**src/common/rtc_map.svh**
```systemverilog
`ifndef RTC_MAP_SVH
`define RTC_MAP_SVH
`define RTC_A_SEC   4'h0
`define RTC_A_MIN   4'h1
`define RTC_A_HOUR  4'h2
`define RTC_A_WEEK  4'h3
`define RTC_A_DATE  4'h4
`define RTC_A_MONTH 4'h5
`define RTC_A_YEAR  4'h6
`define RTC_A_RAM   4'h7
`define RTC_A_AMIN  4'h8
`define RTC_A_AHOUR 4'h9
`define RTC_A_ADAY  4'hA
`define RTC_A_TLO   4'hB
`define RTC_A_THI   4'hC
`define RTC_A_EXT   4'hD
`define RTC_A_FLAG  4'hE
`define RTC_A_CTRL  4'hF
`define RTC_M_SEC   8'h7F
`define RTC_M_HOUR  8'h3F
`define RTC_M_MONTH 8'h1F
`define RTC_M_EXT   8'h5F
`define RTC_B_TARGET 6
`define RTC_B_RUN   4
`define RTC_B_TMR   4
`define RTC_B_ALM   3
`define RTC_B_LOST  1
`define RTC_B_STOP  1
`define RTC_B_MASK  7
`define RTC_BCD_01  8'h01
`define RTC_BCD_12  8'h12
`define RTC_BCD_23  8'h23
`define RTC_BCD_28  8'h28
`define RTC_BCD_29  8'h29
`define RTC_BCD_30  8'h30
`define RTC_BCD_31  8'h31
`define RTC_BCD_59  8'h59
`define RTC_BCD_99  8'h99
`define RTC_CLK_HZ  32'h02FA_F080
`define RTC_CLK_NS  32'h0000_0014
`define RTC_PRE_HZ  32'h0001_0000
// 122 us and 7813 us, in ns
`define RTC_TRTN_FAST_NS 32'h0001_DC90
`define RTC_TRTN_SLOW_NS 32'h0077_3788
`endif

```
**src/common/rtc_pkg.sv**
```systemverilog
package rtc_pkg;
  typedef struct packed {
    logic       wr;
    logic       rd;
    logic [3:0] addr;
    logic [7:0] wdata;
  } rtc_req_t;
  typedef enum logic [1:0] {
    RTC_SRC_4096 = 2'b00,
    RTC_SRC_64   = 2'b01,
    RTC_SRC_1HZ  = 2'b10,
    RTC_SRC_MIN  = 2'b11
  } rtc_tsrc_t;
endpackage

```
**src/rtc_core.sv**
```systemverilog
`timescale 1ns/100ps
`include "rtc_map.svh"
module rtc_core
  import rtc_pkg::*;
#(
  parameter int unsigned CLK_HZ    = `RTC_CLK_HZ,
  parameter int unsigned TRTN_FAST = `RTC_TRTN_FAST_NS / `RTC_CLK_NS,
  parameter int unsigned TRTN_SLOW = `RTC_TRTN_SLOW_NS / `RTC_CLK_NS
) (
  input  wire logic       CLK_SYS,
  input  wire logic       NRST,
  input  wire logic       REG_WR,
  input  wire logic       REG_RD,
  input  wire logic [3:0] REG_ADDR,
  input  wire logic [7:0] REG_WDATA,
  output logic      [7:0] REG_RDATA,
  input  wire logic       CLOCK_OUT_ENABLE_PIN,
  output logic            CLOCK_OUT_PIN,
  output logic            CLOCK_OUT_OE,
  output logic            IRQ_N_OUT,
  output logic            IRQ_N_OE
);

  generate
    if (CLK_HZ < `RTC_PRE_HZ || TRTN_FAST < 1 || TRTN_SLOW < 1 || TRTN_SLOW >= 2 ** 20) begin : g_bad
      $error("rtc_core parameters out of range");
    end
  endgenerate

  rtc_req_t    req;
  logic [15:0] wsel;
  logic [31:0] phase;
  logic [31:0] next_phase;
  logic        tick;
  logic [15:0] pre;
  logic        run_tick;
  logic        sec_tick;
  logic        t4096;
  logic        t64;
  logic [7:0]  sec;
  logic [7:0]  mins;
  logic [7:0]  hour;
  logic [6:0]  wday;
  logic [7:0]  date;
  logic [7:0]  month;
  logic [7:0]  year;
  logic [7:0]  last_day;
  logic        leap;
  logic        sec_wrap;
  logic        min_wrap;
  logic        hour_wrap;
  logic        day_wrap;
  logic        mon_wrap;
  logic [7:0]  ram;
  logic [7:0]  al_min;
  logic [7:0]  al_hour;
  logic [7:0]  al_day;
  logic [7:0]  tp_lo;
  logic [7:0]  tp_hi;
  logic [7:0]  ext;
  logic        tmr_irq_en;
  logic        alm_irq_en;
  logic        stop;
  logic        tmr_flag;
  logic        alm_flag;
  logic        lost_flag;
  logic [11:0] preset;
  logic [11:0] tcount;
  logic        run_q;
  logic        timer_run;
  logic        src_tick;
  logic        tmr_load;
  logic        tmr_event;
  logic        al_check;
  logic        match_min;
  logic        match_hour;
  logic        match_day;
  logic        alarm_event;
  logic [19:0] rtn;
  logic        irq_req;
  logic [2:0]  oe_sync;
  logic        oe_filt;
  logic        sel_bit;
  logic [7:0]  rd_mux;

  assign req = {REG_WR, REG_RD, REG_ADDR, REG_WDATA};
  assign wsel = req.wr ? (16'h0001 << req.addr) : 16'h0000;

  function automatic logic [7:0] bcd_inc(input logic [7:0] v);
    if (v[3:0] == 4'h9) begin
      bcd_inc = {v[7:4] + 4'h1, 4'h0};
    end else begin
      bcd_inc = {v[7:4], v[3:0] + 4'h1};
    end
  endfunction

  // 65536 Hz enable from the system clock
  always_comb begin
    next_phase = phase + `RTC_PRE_HZ;
    tick = 1'b0;
    if (next_phase >= CLK_HZ) begin
      next_phase = next_phase - CLK_HZ;
      tick = 1'b1;
    end
  end

  always_ff @(posedge CLK_SYS or negedge NRST) begin
    if (!NRST) begin
      phase <= 32'h0000_0000;
    end else begin
      phase <= next_phase;
    end
  end

  // Sub-second prescaler
  always_ff @(posedge CLK_SYS or negedge NRST) begin
    if (!NRST) begin
      pre <= 16'h0000;
    end else if (wsel[`RTC_A_SEC]) begin
      pre <= 16'h0000;
    end else if (run_tick) begin
      pre <= pre + 16'h0001;
    end
  end

  assign run_tick = tick && !stop;
  assign sec_tick = run_tick && (&pre) && !wsel[`RTC_A_SEC];
  assign t4096 = run_tick && (&pre[3:0]);
  assign t64 = run_tick && (&pre[9:0]);

  // Carry chain
  assign sec_wrap = sec_tick && sec == `RTC_BCD_59;
  assign min_wrap = sec_wrap && mins == `RTC_BCD_59;
  assign hour_wrap = min_wrap && hour == `RTC_BCD_23;
  assign day_wrap = hour_wrap && date == last_day;
  assign mon_wrap = day_wrap && month == `RTC_BCD_12;
  assign leap = year[1:0] == {year[4], 1'b0};

  always_comb begin
    case (month)
      8'h02: last_day = leap ? `RTC_BCD_29 : `RTC_BCD_28;
      8'h04, 8'h06, 8'h09, 8'h11: last_day = `RTC_BCD_30;
      default: last_day = `RTC_BCD_31;
    endcase
  end

  // Time of day, packed BCD
  always_ff @(posedge CLK_SYS or negedge NRST) begin
    if (!NRST) begin
      sec <= 8'h00;
      mins <= 8'h00;
      hour <= 8'h00;
    end else begin
      if (wsel[`RTC_A_SEC]) begin
        sec <= req.wdata & `RTC_M_SEC;
      end else if (sec_wrap) begin
        sec <= 8'h00;
      end else if (sec_tick) begin
        sec <= bcd_inc(sec);
      end
      if (wsel[`RTC_A_MIN]) begin
        mins <= req.wdata & `RTC_M_SEC;
      end else if (min_wrap) begin
        mins <= 8'h00;
      end else if (sec_wrap) begin
        mins <= bcd_inc(mins);
      end
      if (wsel[`RTC_A_HOUR]) begin
        hour <= req.wdata & `RTC_M_HOUR;
      end else if (hour_wrap) begin
        hour <= 8'h00;
      end else if (min_wrap) begin
        hour <= bcd_inc(hour);
      end
    end
  end

  // Calendar
  always_ff @(posedge CLK_SYS or negedge NRST) begin
    if (!NRST) begin
      wday <= 7'h01;
      date <= `RTC_BCD_01;
      month <= `RTC_BCD_01;
      year <= 8'h00;
    end else begin
      if (wsel[`RTC_A_WEEK]) begin
        wday <= req.wdata[6:0];
      end else if (hour_wrap) begin
        wday <= {wday[5:0], wday[6]};
      end
      if (wsel[`RTC_A_DATE]) begin
        date <= req.wdata & `RTC_M_HOUR;
      end else if (day_wrap) begin
        date <= `RTC_BCD_01;
      end else if (hour_wrap) begin
        date <= bcd_inc(date);
      end
      if (wsel[`RTC_A_MONTH]) begin
        month <= req.wdata & `RTC_M_MONTH;
      end else if (mon_wrap) begin
        month <= `RTC_BCD_01;
      end else if (day_wrap) begin
        month <= bcd_inc(month);
      end
      if (wsel[`RTC_A_YEAR]) begin
        year <= req.wdata;
      end else if (mon_wrap) begin
        year <= (year == `RTC_BCD_99) ? 8'h00 : bcd_inc(year);
      end
    end
  end

  // Plain storage registers
  always_ff @(posedge CLK_SYS or negedge NRST) begin
    if (!NRST) begin
      ram <= 8'h00;
      al_min <= 8'h00;
      al_hour <= 8'h00;
      al_day <= 8'h00;
      tp_lo <= 8'h00;
      tp_hi <= 8'h00;
      ext <= 8'h00;
      tmr_irq_en <= 1'b0;
      alm_irq_en <= 1'b0;
      stop <= 1'b0;
    end else begin
      if (wsel[`RTC_A_RAM]) ram <= req.wdata;
      if (wsel[`RTC_A_AMIN]) al_min <= req.wdata;
      if (wsel[`RTC_A_AHOUR]) al_hour <= req.wdata;
      if (wsel[`RTC_A_ADAY]) al_day <= req.wdata;
      if (wsel[`RTC_A_TLO]) tp_lo <= req.wdata;
      if (wsel[`RTC_A_THI]) tp_hi <= req.wdata;
      if (wsel[`RTC_A_EXT]) ext <= req.wdata & `RTC_M_EXT;
      if (wsel[`RTC_A_CTRL]) begin
        tmr_irq_en <= req.wdata[`RTC_B_TMR];
        alm_irq_en <= req.wdata[`RTC_B_ALM];
        stop <= req.wdata[`RTC_B_STOP];
      end
    end
  end

  // Fixed-cycle timer
  assign preset = {tp_hi[3:0], tp_lo};
  assign timer_run = ext[`RTC_B_RUN];
  assign tmr_load = timer_run && !run_q;

  always_comb begin
    unique case (rtc_tsrc_t'(ext[1:0]))
      RTC_SRC_4096: src_tick = t4096;
      RTC_SRC_64:   src_tick = t64;
      RTC_SRC_1HZ:  src_tick = sec_tick;
      RTC_SRC_MIN:  src_tick = sec_wrap;
    endcase
  end

  assign tmr_event = timer_run && !tmr_load && src_tick && tcount == 12'h001;

  always_ff @(posedge CLK_SYS or negedge NRST) begin
    if (!NRST) begin
      run_q <= 1'b0;
      tcount <= 12'h000;
    end else begin
      run_q <= timer_run;
      if (tmr_load) begin
        tcount <= preset;
      end else if (timer_run && src_tick) begin
        if (tcount <= 12'h001) begin
          tcount <= preset;
        end else begin
          tcount <= tcount - 12'h001;
        end
      end
    end
  end

  // Alarm compare, one cycle after each minute change
  assign match_min = al_min[`RTC_B_MASK] || al_min[6:0] == mins[6:0];
  assign match_hour = al_hour[`RTC_B_MASK] || al_hour[5:0] == hour[5:0];
  always_comb begin
    if (al_day[`RTC_B_MASK]) begin
      match_day = 1'b1;
    end else if (ext[`RTC_B_TARGET]) begin
      match_day = al_day[5:0] == date[5:0];
    end else begin
      match_day = |(al_day[6:0] & wday);
    end
  end
  assign alarm_event = al_check && match_min && match_hour && match_day;

  always_ff @(posedge CLK_SYS or negedge NRST) begin
    if (!NRST) begin
      al_check <= 1'b0;
    end else begin
      al_check <= sec_wrap;
    end
  end

  // Event flags; a set beats a clear in the same cycle
  always_ff @(posedge CLK_SYS or negedge NRST) begin
    if (!NRST) begin
      tmr_flag <= 1'b0;
      alm_flag <= 1'b0;
      lost_flag <= 1'b1;
    end else begin
      if (tmr_event) begin
        tmr_flag <= 1'b1;
      end else if (wsel[`RTC_A_FLAG] && !req.wdata[`RTC_B_TMR]) begin
        tmr_flag <= 1'b0;
      end
      if (alarm_event) begin
        alm_flag <= 1'b1;
      end else if (wsel[`RTC_A_FLAG] && !req.wdata[`RTC_B_ALM]) begin
        alm_flag <= 1'b0;
      end
      if (wsel[`RTC_A_FLAG] && !req.wdata[`RTC_B_LOST]) begin
        lost_flag <= 1'b0;
      end
    end
  end

  // Timer interrupt auto-release window
  always_ff @(posedge CLK_SYS or negedge NRST) begin
    if (!NRST) begin
      rtn <= 20'h0_0000;
    end else if (tmr_event && tmr_irq_en) begin
      rtn <= (ext[1:0] == RTC_SRC_4096) ? 20'(TRTN_FAST) : 20'(TRTN_SLOW);
    end else if (!tmr_flag || !tmr_irq_en || !timer_run) begin
      rtn <= 20'h0_0000;
    end else if (rtn != 20'h0_0000) begin
      rtn <= rtn - 20'h0_0001;
    end
  end

  assign irq_req = (alm_flag && alm_irq_en) || (rtn != 20'h0_0000);

  always_ff @(posedge CLK_SYS or negedge NRST) begin
    if (!NRST) begin
      IRQ_N_OUT <= 1'b1;
      IRQ_N_OE <= 1'b0;
    end else begin
      IRQ_N_OUT <= !irq_req;
      IRQ_N_OE <= irq_req;
    end
  end

  // Enable pin filter and clock output
  always_ff @(posedge CLK_SYS or negedge NRST) begin
    if (!NRST) begin
      oe_sync <= 3'b000;
      oe_filt <= 1'b0;
    end else begin
      oe_sync <= {oe_sync[1:0], CLOCK_OUT_ENABLE_PIN};
      if (oe_sync[1] == oe_sync[2]) oe_filt <= oe_sync[2];
    end
  end

  always_comb begin
    case (ext[3:2])
      2'b01:   sel_bit = pre[5];
      2'b10:   sel_bit = pre[15];
      default: sel_bit = pre[0];
    endcase
  end

  always_ff @(posedge CLK_SYS or negedge NRST) begin
    if (!NRST) begin
      CLOCK_OUT_PIN <= 1'b0;
      CLOCK_OUT_OE <= 1'b0;
    end else begin
      CLOCK_OUT_PIN <= oe_filt && sel_bit;
      CLOCK_OUT_OE <= oe_filt;
    end
  end

  // Register read-back
  always_comb begin
    case (req.addr)
      `RTC_A_SEC:   rd_mux = sec;
      `RTC_A_MIN:   rd_mux = mins;
      `RTC_A_HOUR:  rd_mux = hour;
      `RTC_A_WEEK:  rd_mux = {1'b0, wday};
      `RTC_A_DATE:  rd_mux = date;
      `RTC_A_MONTH: rd_mux = month;
      `RTC_A_YEAR:  rd_mux = year;
      `RTC_A_AMIN:  rd_mux = al_min;
      `RTC_A_AHOUR: rd_mux = al_hour;
      `RTC_A_ADAY:  rd_mux = al_day;
      `RTC_A_TLO:   rd_mux = tp_lo;
      `RTC_A_THI:   rd_mux = tp_hi;
      `RTC_A_EXT:   rd_mux = ext;
      `RTC_A_FLAG:  rd_mux = {3'h0, tmr_flag, alm_flag, 1'b0, lost_flag, 1'b0};
      `RTC_A_CTRL:  rd_mux = {3'h0, tmr_irq_en, alm_irq_en, 1'b0, stop, 1'b0};
      default:      rd_mux = ram;
    endcase
  end

  always_ff @(posedge CLK_SYS or negedge NRST) begin
    if (!NRST) begin
      REG_RDATA <= 8'h00;
    end else if (req.rd) begin
      REG_RDATA <= rd_mux;
    end
  end
endmodule

```
**config.mk**
```make
export PLATFORM = sky130hd
export DESIGN_NAME = rtc_core
export DESIGN_NICKNAME = d
export VERILOG_FILES = /design/src/common/rtc_pkg.sv /design/src/rtc_core.sv
export VERILOG_INCLUDE_DIRS = /design/src /design/src/common
export SDC_FILE = /design/constraint.sdc
export NUM_CORES = 1
export LEC_CHECK = 0
export BUFFER_PORTS_ARGS = -buffer_cell sky130_fd_sc_hd__buf_2
export CORE_ASPECT_RATIO = 0.7
export CORE_MARGIN = 1
export CORE_UTILIZATION = 40
export CTS_BUF_LIST = sky130_fd_sc_hd__clkbuf_16
export CTS_CLUSTER_DIAMETER = 30
export CTS_CLUSTER_SIZE = 25
export DETAILED_ROUTE_END_ITERATION = 6
export SLEW_MARGIN = 10
export SYNTH_ARGS = -nofsm -noshare
export SYNTH_HDL_FRONTEND = slang
export SYNTH_SLANG_ARGS = --single-unit
```
**constraint.sdc**
```tcl
create_clock -name CLK_SYS -period 4.3 [get_ports CLK_SYS]
set_clock_uncertainty 0.15 [all_clocks]
set_input_delay 0.645 -clock CLK_SYS [delete_from_list [all_inputs] [get_ports CLK_SYS]]
set_output_delay 0.645 -clock CLK_SYS [all_outputs]
set_load 0.02 [all_outputs]
```
# [After elaboration in Yosys (flattened, before gate mapping)]
# Index checks and enable logic that the tools add are counted.
[word_totals] ff_bits=213 input_bits=17 output_inout_bits=12 wordCells=223
[classes] n_addsub=17 magnitude_cmp=2 n_eq_ne=42 shift=1 muxes=49 n_bitwise=1 n_reduce_logical=72
[ops] op="two-way mux 8 bit" n=24
[ops] op="case mux 8 bit (15 select lines)" n=1
[ops] op="two-way mux 20 bit" n=3
[ops] op="equality test 4 bit, second input constant" n=14
[ops] op="adder 4 x 1 -> 4 bit, second input constant" n=12
[ops] op="two-way mux 16 bit" n=3
[ops] op="two-way mux 12 bit" n=3
[ops] op="nonzero test 3 bit" n=12
[ops] op="adder 32 x 17 -> 32 bit, second input constant" n=1
[ops] op=">= comparator 32 x 26 -> 1 bit, second input constant" n=1
[ops] op="two-way mux 32 bit" n=1
[ops] op="subtractor 32 x 26 -> 32 bit, second input constant" n=1
[ops] op="logical AND 1 bit" n=24
[ops] op="nonzero test 20 bit" n=1
[ops] op="subtractor 20 x 1 -> 20 bit, second input constant" n=1
[ops] op="two-way mux 19 bit" n=1
[ops] op="adder 16 x 1 -> 16 bit, second input constant" n=1
[ops] op="equality test 8 x 3 -> 1 bit, second input constant" n=2
[ops] op="equality test 8 x 5 -> 1 bit, second input constant" n=2
[ops] op="equality test 8 x 7 -> 1 bit, second input constant" n=2
[ops] op="AND reduction 16 bit" n=1
[ops] op="left shift 1 x 4 -> 16 bit, first input constant" n=1
[ops] op="two-way mux 7 bit" n=2
[ops] op="equality test 12 x 1 -> 1 bit, second input constant" n=1
[ops] op="31 further kinds" n=69

# [Depth between registers and ports, before layout]
# Gate-level depths: netlist (run 1).
[depth] ltp_word=13 depth_mapped=13 ltp_nobuf=10

# [Worst setup path before layout (run 1)]
# Ideal clock, no wire load.
[synth_path] path_kind="reg-to-reg" start="reg phase[16]" end="reg sec[5]" setup_time_ns=0.125 t_arrival_ns=2.985 required_time_ns=4.025 setup_slack_ns=1.040 path_stages_with_launch=12 n_path_buf=2 period_less_slack_ns=3.260 path_cell_list="dfrtp_1 ha_1 nand4_4 nor4_1 xnor2_1 o211ai_1 a211oi_4 buf_6 buf_6 nand2_1 a21oi_1 mux2_2"
[synth_via] elab_chain_cells=9 word_cells_on_any_way=12 classes_between="1 x add/sub; 1 x order compare; 3 x mux; 7 x reduce/logical"
[synth_rtl] item="from (decl)" line_no="rtc_core.sv:32" text="logic [31:0] phase;"
[synth_rtl] item="from (signal assigned)" line_no="rtc_core.sv:111" text="phase <= next_phase;"
[synth_rtl] item="adder 32 x 17 -> 32 bit (no line) *"
[synth_rtl] item=">= comparator 32 x 26 -> 1 bit *" line_no="rtc_core.sv:101" text="if (next_phase >= CLK_HZ) begin"
[synth_rtl] item="two-way mux 1 bit *" line_no="rtc_core.sv:101"
[synth_rtl] item="logical AND 1 bit *" line_no="rtc_core.sv:126" text="assign run_tick = tick && !stop;"
[synth_rtl] item="logical AND 1 bit * (2 in a row)" line_no="rtc_core.sv:127" text="assign sec_tick = run_tick && (&pre) && !wsel[`RTC_A_SEC];"
[synth_rtl] item="logical AND 1 bit (no line)"
[synth_rtl] item="nonzero test 3 bit (no line) / two-way mux 8 bit (equally long branches)"
[synth_rtl] item="AND reduction 2 bit (no line) / two-way mux 8 bit (equally long branches)"
[synth_rtl] item="to (signal assigned)" line_no="rtc_core.sv:155" text="sec <= req.wdata & `RTC_M_SEC;"
[synth_rtl] item="to (signal assigned)" line_no="rtc_core.sv:159" text="sec <= bcd_inc(sec);"
[synth_rtl] item="to (decl)" line_no="rtc_core.sv:40" text="logic [7:0] sec;"
# Every way passes the cells marked *; elsewhere a longest branch is shown, timed or not.
# A chain may end at the register's enable or synchronous reset.

# [Final worst setup path (run 1)]
[layout_path] start="reg phase[16]" end="reg sec[5]"
[layout_via] elab_chain_cells=9 word_cells_on_any_way=12 classes_between="1 x add/sub; 1 x order compare; 3 x mux; 7 x reduce/logical"
[layout_rtl] item="adder 32 x 17 -> 32 bit (no line) *"
[layout_rtl] item=">= comparator 32 x 26 -> 1 bit *" line_no="rtc_core.sv:101"
[layout_rtl] item="two-way mux 1 bit *" line_no="rtc_core.sv:101"
[layout_rtl] item="logical AND 1 bit *" line_no="rtc_core.sv:126"
[layout_rtl] item="logical AND 1 bit * (2 in a row)" line_no="rtc_core.sv:127"
[layout_rtl] item="logical AND 1 bit (no line) *"
[layout_rtl] item="named net sec_wrap" line_no="rtc_core.sv:49" text="logic sec_wrap;"
[layout_rtl] item="nonzero test 3 bit (no line) / two-way mux 8 bit (equally long branches)"
[layout_rtl] item="AND reduction 2 bit (no line) / two-way mux 8 bit (equally long branches)"
# The timed path passes the listed nets; every way through them passes the cells marked *.

==> results of run 1 <==
[kinds of logic (layout without fill, tap and decap cells)]
family | Yosys count | in the layout | synth area share
AOI/OAI and AO/OA | 334 | 334 | 0.188
xor gates and xnor gates | 87 | 87 | 0.0607
adders and majority gates | 34 | 34 | 0.0330
buffers and inverters | 125 | 190 | 0.0403
DFF | 206 | 206 | 0.403
muxes | 86 | 86 | 0.0776
and+or+nand+nor | 507 | 507 | 0.197
[cell type report]
type,instances,area (um2),area share
repair buffers,58,400,0.0269
well taps,420,526,0.0353
multi-input cells,1048,7140,0.480
clock buffers,46,1150,0.0773
clock inverters,35,315,0.0212
flip-flops and latches,206,5160,0.347
inverters,51,191,0.0129
[per-stage QoR]
step                total power, uW  worst slack (ns)
detailed placement             3930             0.409
floorplan                      3440              1.04
global placement               3910             0.514
finish                         7290             0.389
global route                   7630             0.121
CTS                            7310             0.407
[final timing paths]
kind	from	endpoint	slack, ns
worst min-delay path	NRST	rtn[3]$_DFFE_PN0P_	0.03
min in group CLK_SYS	CLOCK_OUT_ENABLE_PIN	oe_sync[0]$_DFF_PN0_	0.08
max in group asynchronous	NRST	month[0]$_DFFE_PN1P_	3.04
worst min register to register	oe_sync[0]$_DFF_PN0_	oe_sync[1]$_DFF_PN0_	0.20
worst max-delay path	phase[16]$_DFF_PN0_	sec[5]$_DFFE_PN0P_	0.39
worst max register to register	phase[16]$_DFF_PN0_	sec[5]$_DFFE_PN0P_	0.39
[registers in the layout, indices dropped and copies added (netlist names), 12 cells and up]
register / count
pre: 16
rtn: 20
tcount: 12
phase: 25
[placed cells by master, fill, tap and decap left out, types with 30 or more instances in the layout]
cell type	instances
dfrtp_1	201
nand2_1	133
nor3_1	30
xnor2_1	54
nand3_1	59
ha_1	33
a21oi_1	77
mux2_2	56
o21ai_0	67
xor2_1	31
clkbuf_16	46
inv_1	55
nor2_1	138
[metal layers]
layer	GRT usage	up-vias
li1	-	5099
met1	0.383	5433
met2	0.317	507
met3	0.0749	66
met4	0.0648	0
met5	0	-
[power breakdown]
group / internal [uW] / switching [uW]
clock: 2220 / 1110
combinational: 539 / 658
sequential: 2270 / 486
total: 5030 / 2260
==> results.py, run 1 <==
metrics = {
    "floorplan": {
        "die_x_um": 216,
        "core_area_um2": 31400,
        "die-height_um": 152,
        "initial_core_util": 0.409,
        "die_area_um2": 32800,
        "ios": 29,
        "rows": 54,
    },
    "setup_path": {
        "cp_cell_sequence": "ha_1 > nand4_4 > nor4_1 > xnor2_1 > o211ai_1 > a211o_1 > o21ai_2 > inv_1 > o31ai_1 > mux2_2",
        "path_buf_inv": 1,
        "reg2reg_depth": 10,
        "cp_max_fo": 15,
        "start_kind": "flop",
        "slowest_stage": "o21ai_2",
        "critPathRequiredTime_ns": 4.63,
        "path_depth": 10,
        "crit_type": "flop to flop",
        "endpoint_kind": "flop",
        "critPathMaxStageDelay_ns": 0.57,
        "crit_family": "compound AO/OA/AOI/OAI gates",
        "worstPathArrival_ns": 4.24,
    },
    "clocking": {
        "holdBufCountCts": 0,
        "clockBufferDepth": 3,
        "cts_buffers": 44,
        "clock_latency_ns": 0.54,
        "cts_sinks": 206,
        "htree_levels": 2,
        "cts_root_buffer": "clkbuf_16",
        "cts_resized": 0,
        "clkSlewWorstSetupHoldPaths_ns": 0.05,
        "cts_tree": "built",
        "post-cts-setup-buffer-count": 0,
    },
    "placement": {
        "place_inst": 1783,
        "hpwl_mm": 27.5,
        "placed_cell_area_um2": 13400,
        "portBuffers": 28,
        "gp_congestion": 0.934,
    },
    "global_route": {
        "groute.usage.overall": 0.246,
        "grt_max_degree": 113,
        "grt_pass1_vias": 10400,
        "antenna_found_initial": 0,
        "grt_pass1_wl_mm": 62.1,
        "overflow": 0,
    },
    "sta": {
        "finalCritPeriodShare": 0.909,
        "worstMarginPinSlew_ns": 1.06,
        "fin_setup_tns_ns": 0,
        "max_freq_mhz": 256,
        "slew-limit-headroom": 0.292,
        "hold-worst-slack_ns": 0.0253,
        "finalHoldViolCount": 0,
        "setup_violations": 0,
        "rsz0062_at_grt": "false",
        "post-route-min-period_ns": 3.91,
        "drv_slew": 0,
    },
    "drt": {
        "firstDrtPassIters": 6,
        "wl_met3_mm": 4.47,
        "drc": 0,
        "drt-total-wl_mm": 39.4,
        "drtIter0Drc": 1281,
        "wl_per_cell_um": 21.2,
        "viasPerCell": 5.96,
        "num_vias": 11100,
        "highest_layer": "met4",
        "ant_nets": 0,
        "wl_met1_mm": 19.2,
        "wl_met2_mm": 15.1,
    },
    "final_layout": {
        "diodes": 0,
        "layout.nets": 1459,
        "fillers": 2950,
        "utilization": 0.475,
        "drive_above_1_share": 0.166,
        "final_area_um2": 14900,
        "stdcell_count": 1864,
        "syn_to_final_growth_pct": 16.2,
    },
    "synth": {
        "postSynthAreaPerCell_um2": 9.29,
        "synth.top_cell.area_share": 0.393,
        "async_reset_ff_frac": 1.00,
        "ys_top_cells_by_area": "dfrtp_1 39%, mux2_2 4.9%, nor2_1 4.0%",
        "synth_area_um2": 12800,
        "ys.flop_type": "dfrtp_1",
        "synth_edf_count": 0,
        "ys_ff_latch": 206,
        "synth_nets": 1429,
        "yosysWarnings": 0,
        "syn-instance-count": 1379,
        "yosysTopAreaCell": "dfrtp_1",
        "yosys-top-cells-count": "201 x dfrtp_1, 138 x nor2_1, 133 x nand2_1",
        "yosysMostFrequentCell": "dfrtp_1",
        "netlist-cell-type-count": 96,
        "yosysSeqAreaShare": 0.403,
    },
    "flow_run": {
        "timing.max_cap.violations": 0,
    },
    "run_status": {
        "outcome": "finished clean",
    },
    "power": {
        "ir_drop_mv": 0.347,
        "power_density_nw_per_um2": 490,
        "leakage_uw": 0.00627,
    },
    "min_path": {
        "hp-class": "input port to asynchronous set/reset pin",
    },
}
Note: power is estimated with default switching activity, not from simulation.
==> inputs of run 2 (changes only) <==
==> constraint.sdc (replaced) <==
create_clock -name CLK_SYS -period 4.7 [get_ports CLK_SYS]
set_clock_uncertainty 0.15 [all_clocks]
set_input_delay 0.705 -clock CLK_SYS [delete_from_list [all_inputs] [get_ports CLK_SYS]]
set_output_delay 0.705 -clock CLK_SYS [all_outputs]
set_load 0.02 [all_outputs]
==> run 2 against run 1 <==
  * Clock-buffer cell count increased by 3
  * Die area unchanged
  * Combinational power is 11% lower
  * Design area up 0.95%
  * Total power down 2.4%
  * Sequential share of layout area down 0.33 points
  * Highest routed layer unchanged
==> results.py, run 2 (synthesis results as in run 1) <==
metrics = {
    "setup_path": {
        "slowest_stage": "a211oi_4",
        "critPathRequiredTime_ns": 4.99,
        "start_kind": "flop",
        "crit_type": "flop to flop",
        "crit_family": "compound AO/OA/AOI/OAI gates",
        "worstPathArrival_ns": 4.43,
        "critPathMaxStageDelay_ns": 0.71,
        "endpoint_kind": "flop",
        "cp_max_fo": 20,
        "cp_cell_sequence": "ha_1 > nand4_4 > nor4_1 > xnor2_1 > o211ai_1 > a211oi_4 > buf_4 > a211o_1 > nand3_1 > o21ai_0",
        "path_buf_inv": 1,
    },
    "clocking": {
        "cts_tree": "built",
        "cts_resized": 0,
        "cts_root_buffer": "clkbuf_16",
        "cts_buffers": 46,
        "cts_sinks": 206,
        "clkSlewWorstSetupHoldPaths_ns": 0.05,
        "htree_levels": 2,
        "holdBufCountCts": 0,
        "post-cts-setup-buffer-count": 0,
        "clockBufferDepth": 3,
        "clock_latency_ns": 0.55,
    },
    "final_layout": {
        "top_register": "phase",
        "reg.largest.list": "phase (25), rtn (20), pre (16)",
        "final_cell_mix": "201 x dfrtp_1, 138 x nor2_1, 133 x nand2_1, 77 x a21oi_1, 67 x o21ai_0",
        "drive_above_1_share": 0.171,
        "diodes": 0,
        "layout.area.seq_um2": 5160,
        "layout.nets": 1453,
        "syn_to_final_growth_pct": 17.3,
        "mostFrequentLayoutCell": "dfrtp_1",
        "largest_reg_flops": 25,
        "multi_input_area_um2": 7140,
        "stdcell_count": 1861,
        "fillers": 2932,
    },
    "floorplan": {
        "die_x_um": 216,
        "die-height_um": 152,
        "initial_core_util": 0.409,
        "rows": 54,
        "ios": 29,
        "die_area_um2": 32800,
        "core_area_um2": 31400,
    },
    "global_route": {
        "grt_max_degree": 86,
        "grt_pass1_vias": 10300,
        "overflow": 0,
        "antenna_found_initial": 1,
        "grt_pass1_wl_mm": 62.5,
        "groute.usage.overall": 0.247,
    },
    "drt": {
        "viasPerCell": 6.01,
        "ant_nets": 0,
        "wl_per_cell_um": 21.4,
        "firstDrtPassIters": 6,
        "drtIter0Drc": 1331,
        "drc": 0,
        "num_vias": 11200,
        "drt-total-wl_mm": 39.9,
    },
    "placement": {
        "gp_congestion": 0.945,
        "place_ws_ns": 0.546,
        "portBuffers": 28,
        "place_inst": 1775,
        "hpwl_mm": 27.8,
    },
    "sta": {
        "setup_violations": 0,
        "finalHoldViolCount": 0,
        "layout_setup_ws_ns": 0.560,
        "slew-limit-headroom": 0.247,
        "max_freq_mhz": 242,
        "worstMarginPinSlew_ns": 1.12,
        "rsz0062_at_grt": "false",
        "drv_slew": 0,
        "fin_setup_tns_ns": 0,
        "post-route-min-period_ns": 4.14,
        "finalCritPeriodShare": 0.881,
    },
    "power": {
        "leakage_uw": 0.00634,
        "ir_drop_mv": 0.290,
        "power_density_nw_per_um2": 474,
    },
    "flow_run": {
        "timing.max_cap.violations": 0,
    },
    "run_status": {
        "outcome": "finished clean",
    },
    "min_path": {
        "hp-class": "input port to asynchronous set/reset pin",
    },
}
[run 2: final cells by class]
| type | count | area share |
|---|---|---|
| clock buffers | 49 | 0.0816 |
| multi-input cells | 1048 | 0.475 |
| inverters | 51 | 0.0127 |
| flip-flops and latches | 206 | 0.344 |
| well taps | 420 | 0.0350 |
| repair buffers | 50 | 0.0218 |
| clock inverters | 37 | 0.0302 |
[run 2: worst register-to-register path, cell delays in order (launching register included)]
cell and delay, ns:
dfrtp_1 0.50, ha_1 0.40, nand4_4 0.21, nor4_1 0.40, xnor2_1 0.20, o211ai_1 0.23, a211oi_4 0.71, buf_4 0.43
a211o_1 0.30, nand3_1 0.26, o21ai_0 0.25
[run 2: metal layers]
layer | wire [um] | vias up | GRT usage | share of wire
met5 | 0 | - | 0 | 0
li1 | - | 5094 | - | -
met4 | 612 | 0 | 0.0630 | 0.015
met1 | 19600 | 5538 | 0.385 | 0.49
met2 | 15500 | 509 | 0.323 | 0.39
met3 | 4230 | 49 | 0.0719 | 0.11
[run 2: where the power goes]
| group | leakage [uW] | total, uW | internal, uW | switching (uW) |
|---|---|---|---|---|
| Clock | 0.000829 | 3510 | 2390 | 1120 |
| Combinational | 0.00294 | 1070 | 484 | 588 |
| Sequential | 0.00257 | 2530 | 2080 | 457 |
| Total | 0.00634 | 7120 | 4950 | 2170 |
[run 2: stage by stage]
step                      total power (uW)  hold WS [ns]  instance area, um2   util
final                                 7120        0.0152               15000  0.479
after CTS                             7130        0.0275               15000  0.479
after detailed placement              3590         0.186               13300  0.426
after global placement                3560         0.185               13300  0.426
after floorplan                       3150         0.181               12800      -
after global routing                  7420        0.0609               15000  0.479
[run 2: worst paths after layout]
kind,cells after the start,slack (ns),startpoint,endpoint
worst max-delay path,10,0.56,phase[16]$_DFF_PN0_,rtn[18]$_DFFE_PN0P_
worst min-delay path,1,0.02,NRST,pre[15]$_DFFE_PN0P_
worst max register to register,10,0.56,phase[16]$_DFF_PN0_,rtn[18]$_DFFE_PN0P_
worst min register to register,0,0.19,oe_sync[0]$_DFF_PN0_,oe_sync[1]$_DFF_PN0_
max in group asynchronous,2,3.34,NRST,ram[1]$_DFFE_PN0P_
min in group CLK_SYS,1,0.12,CLOCK_OUT_ENABLE_PIN,oe_sync[0]$_DFF_PN0_
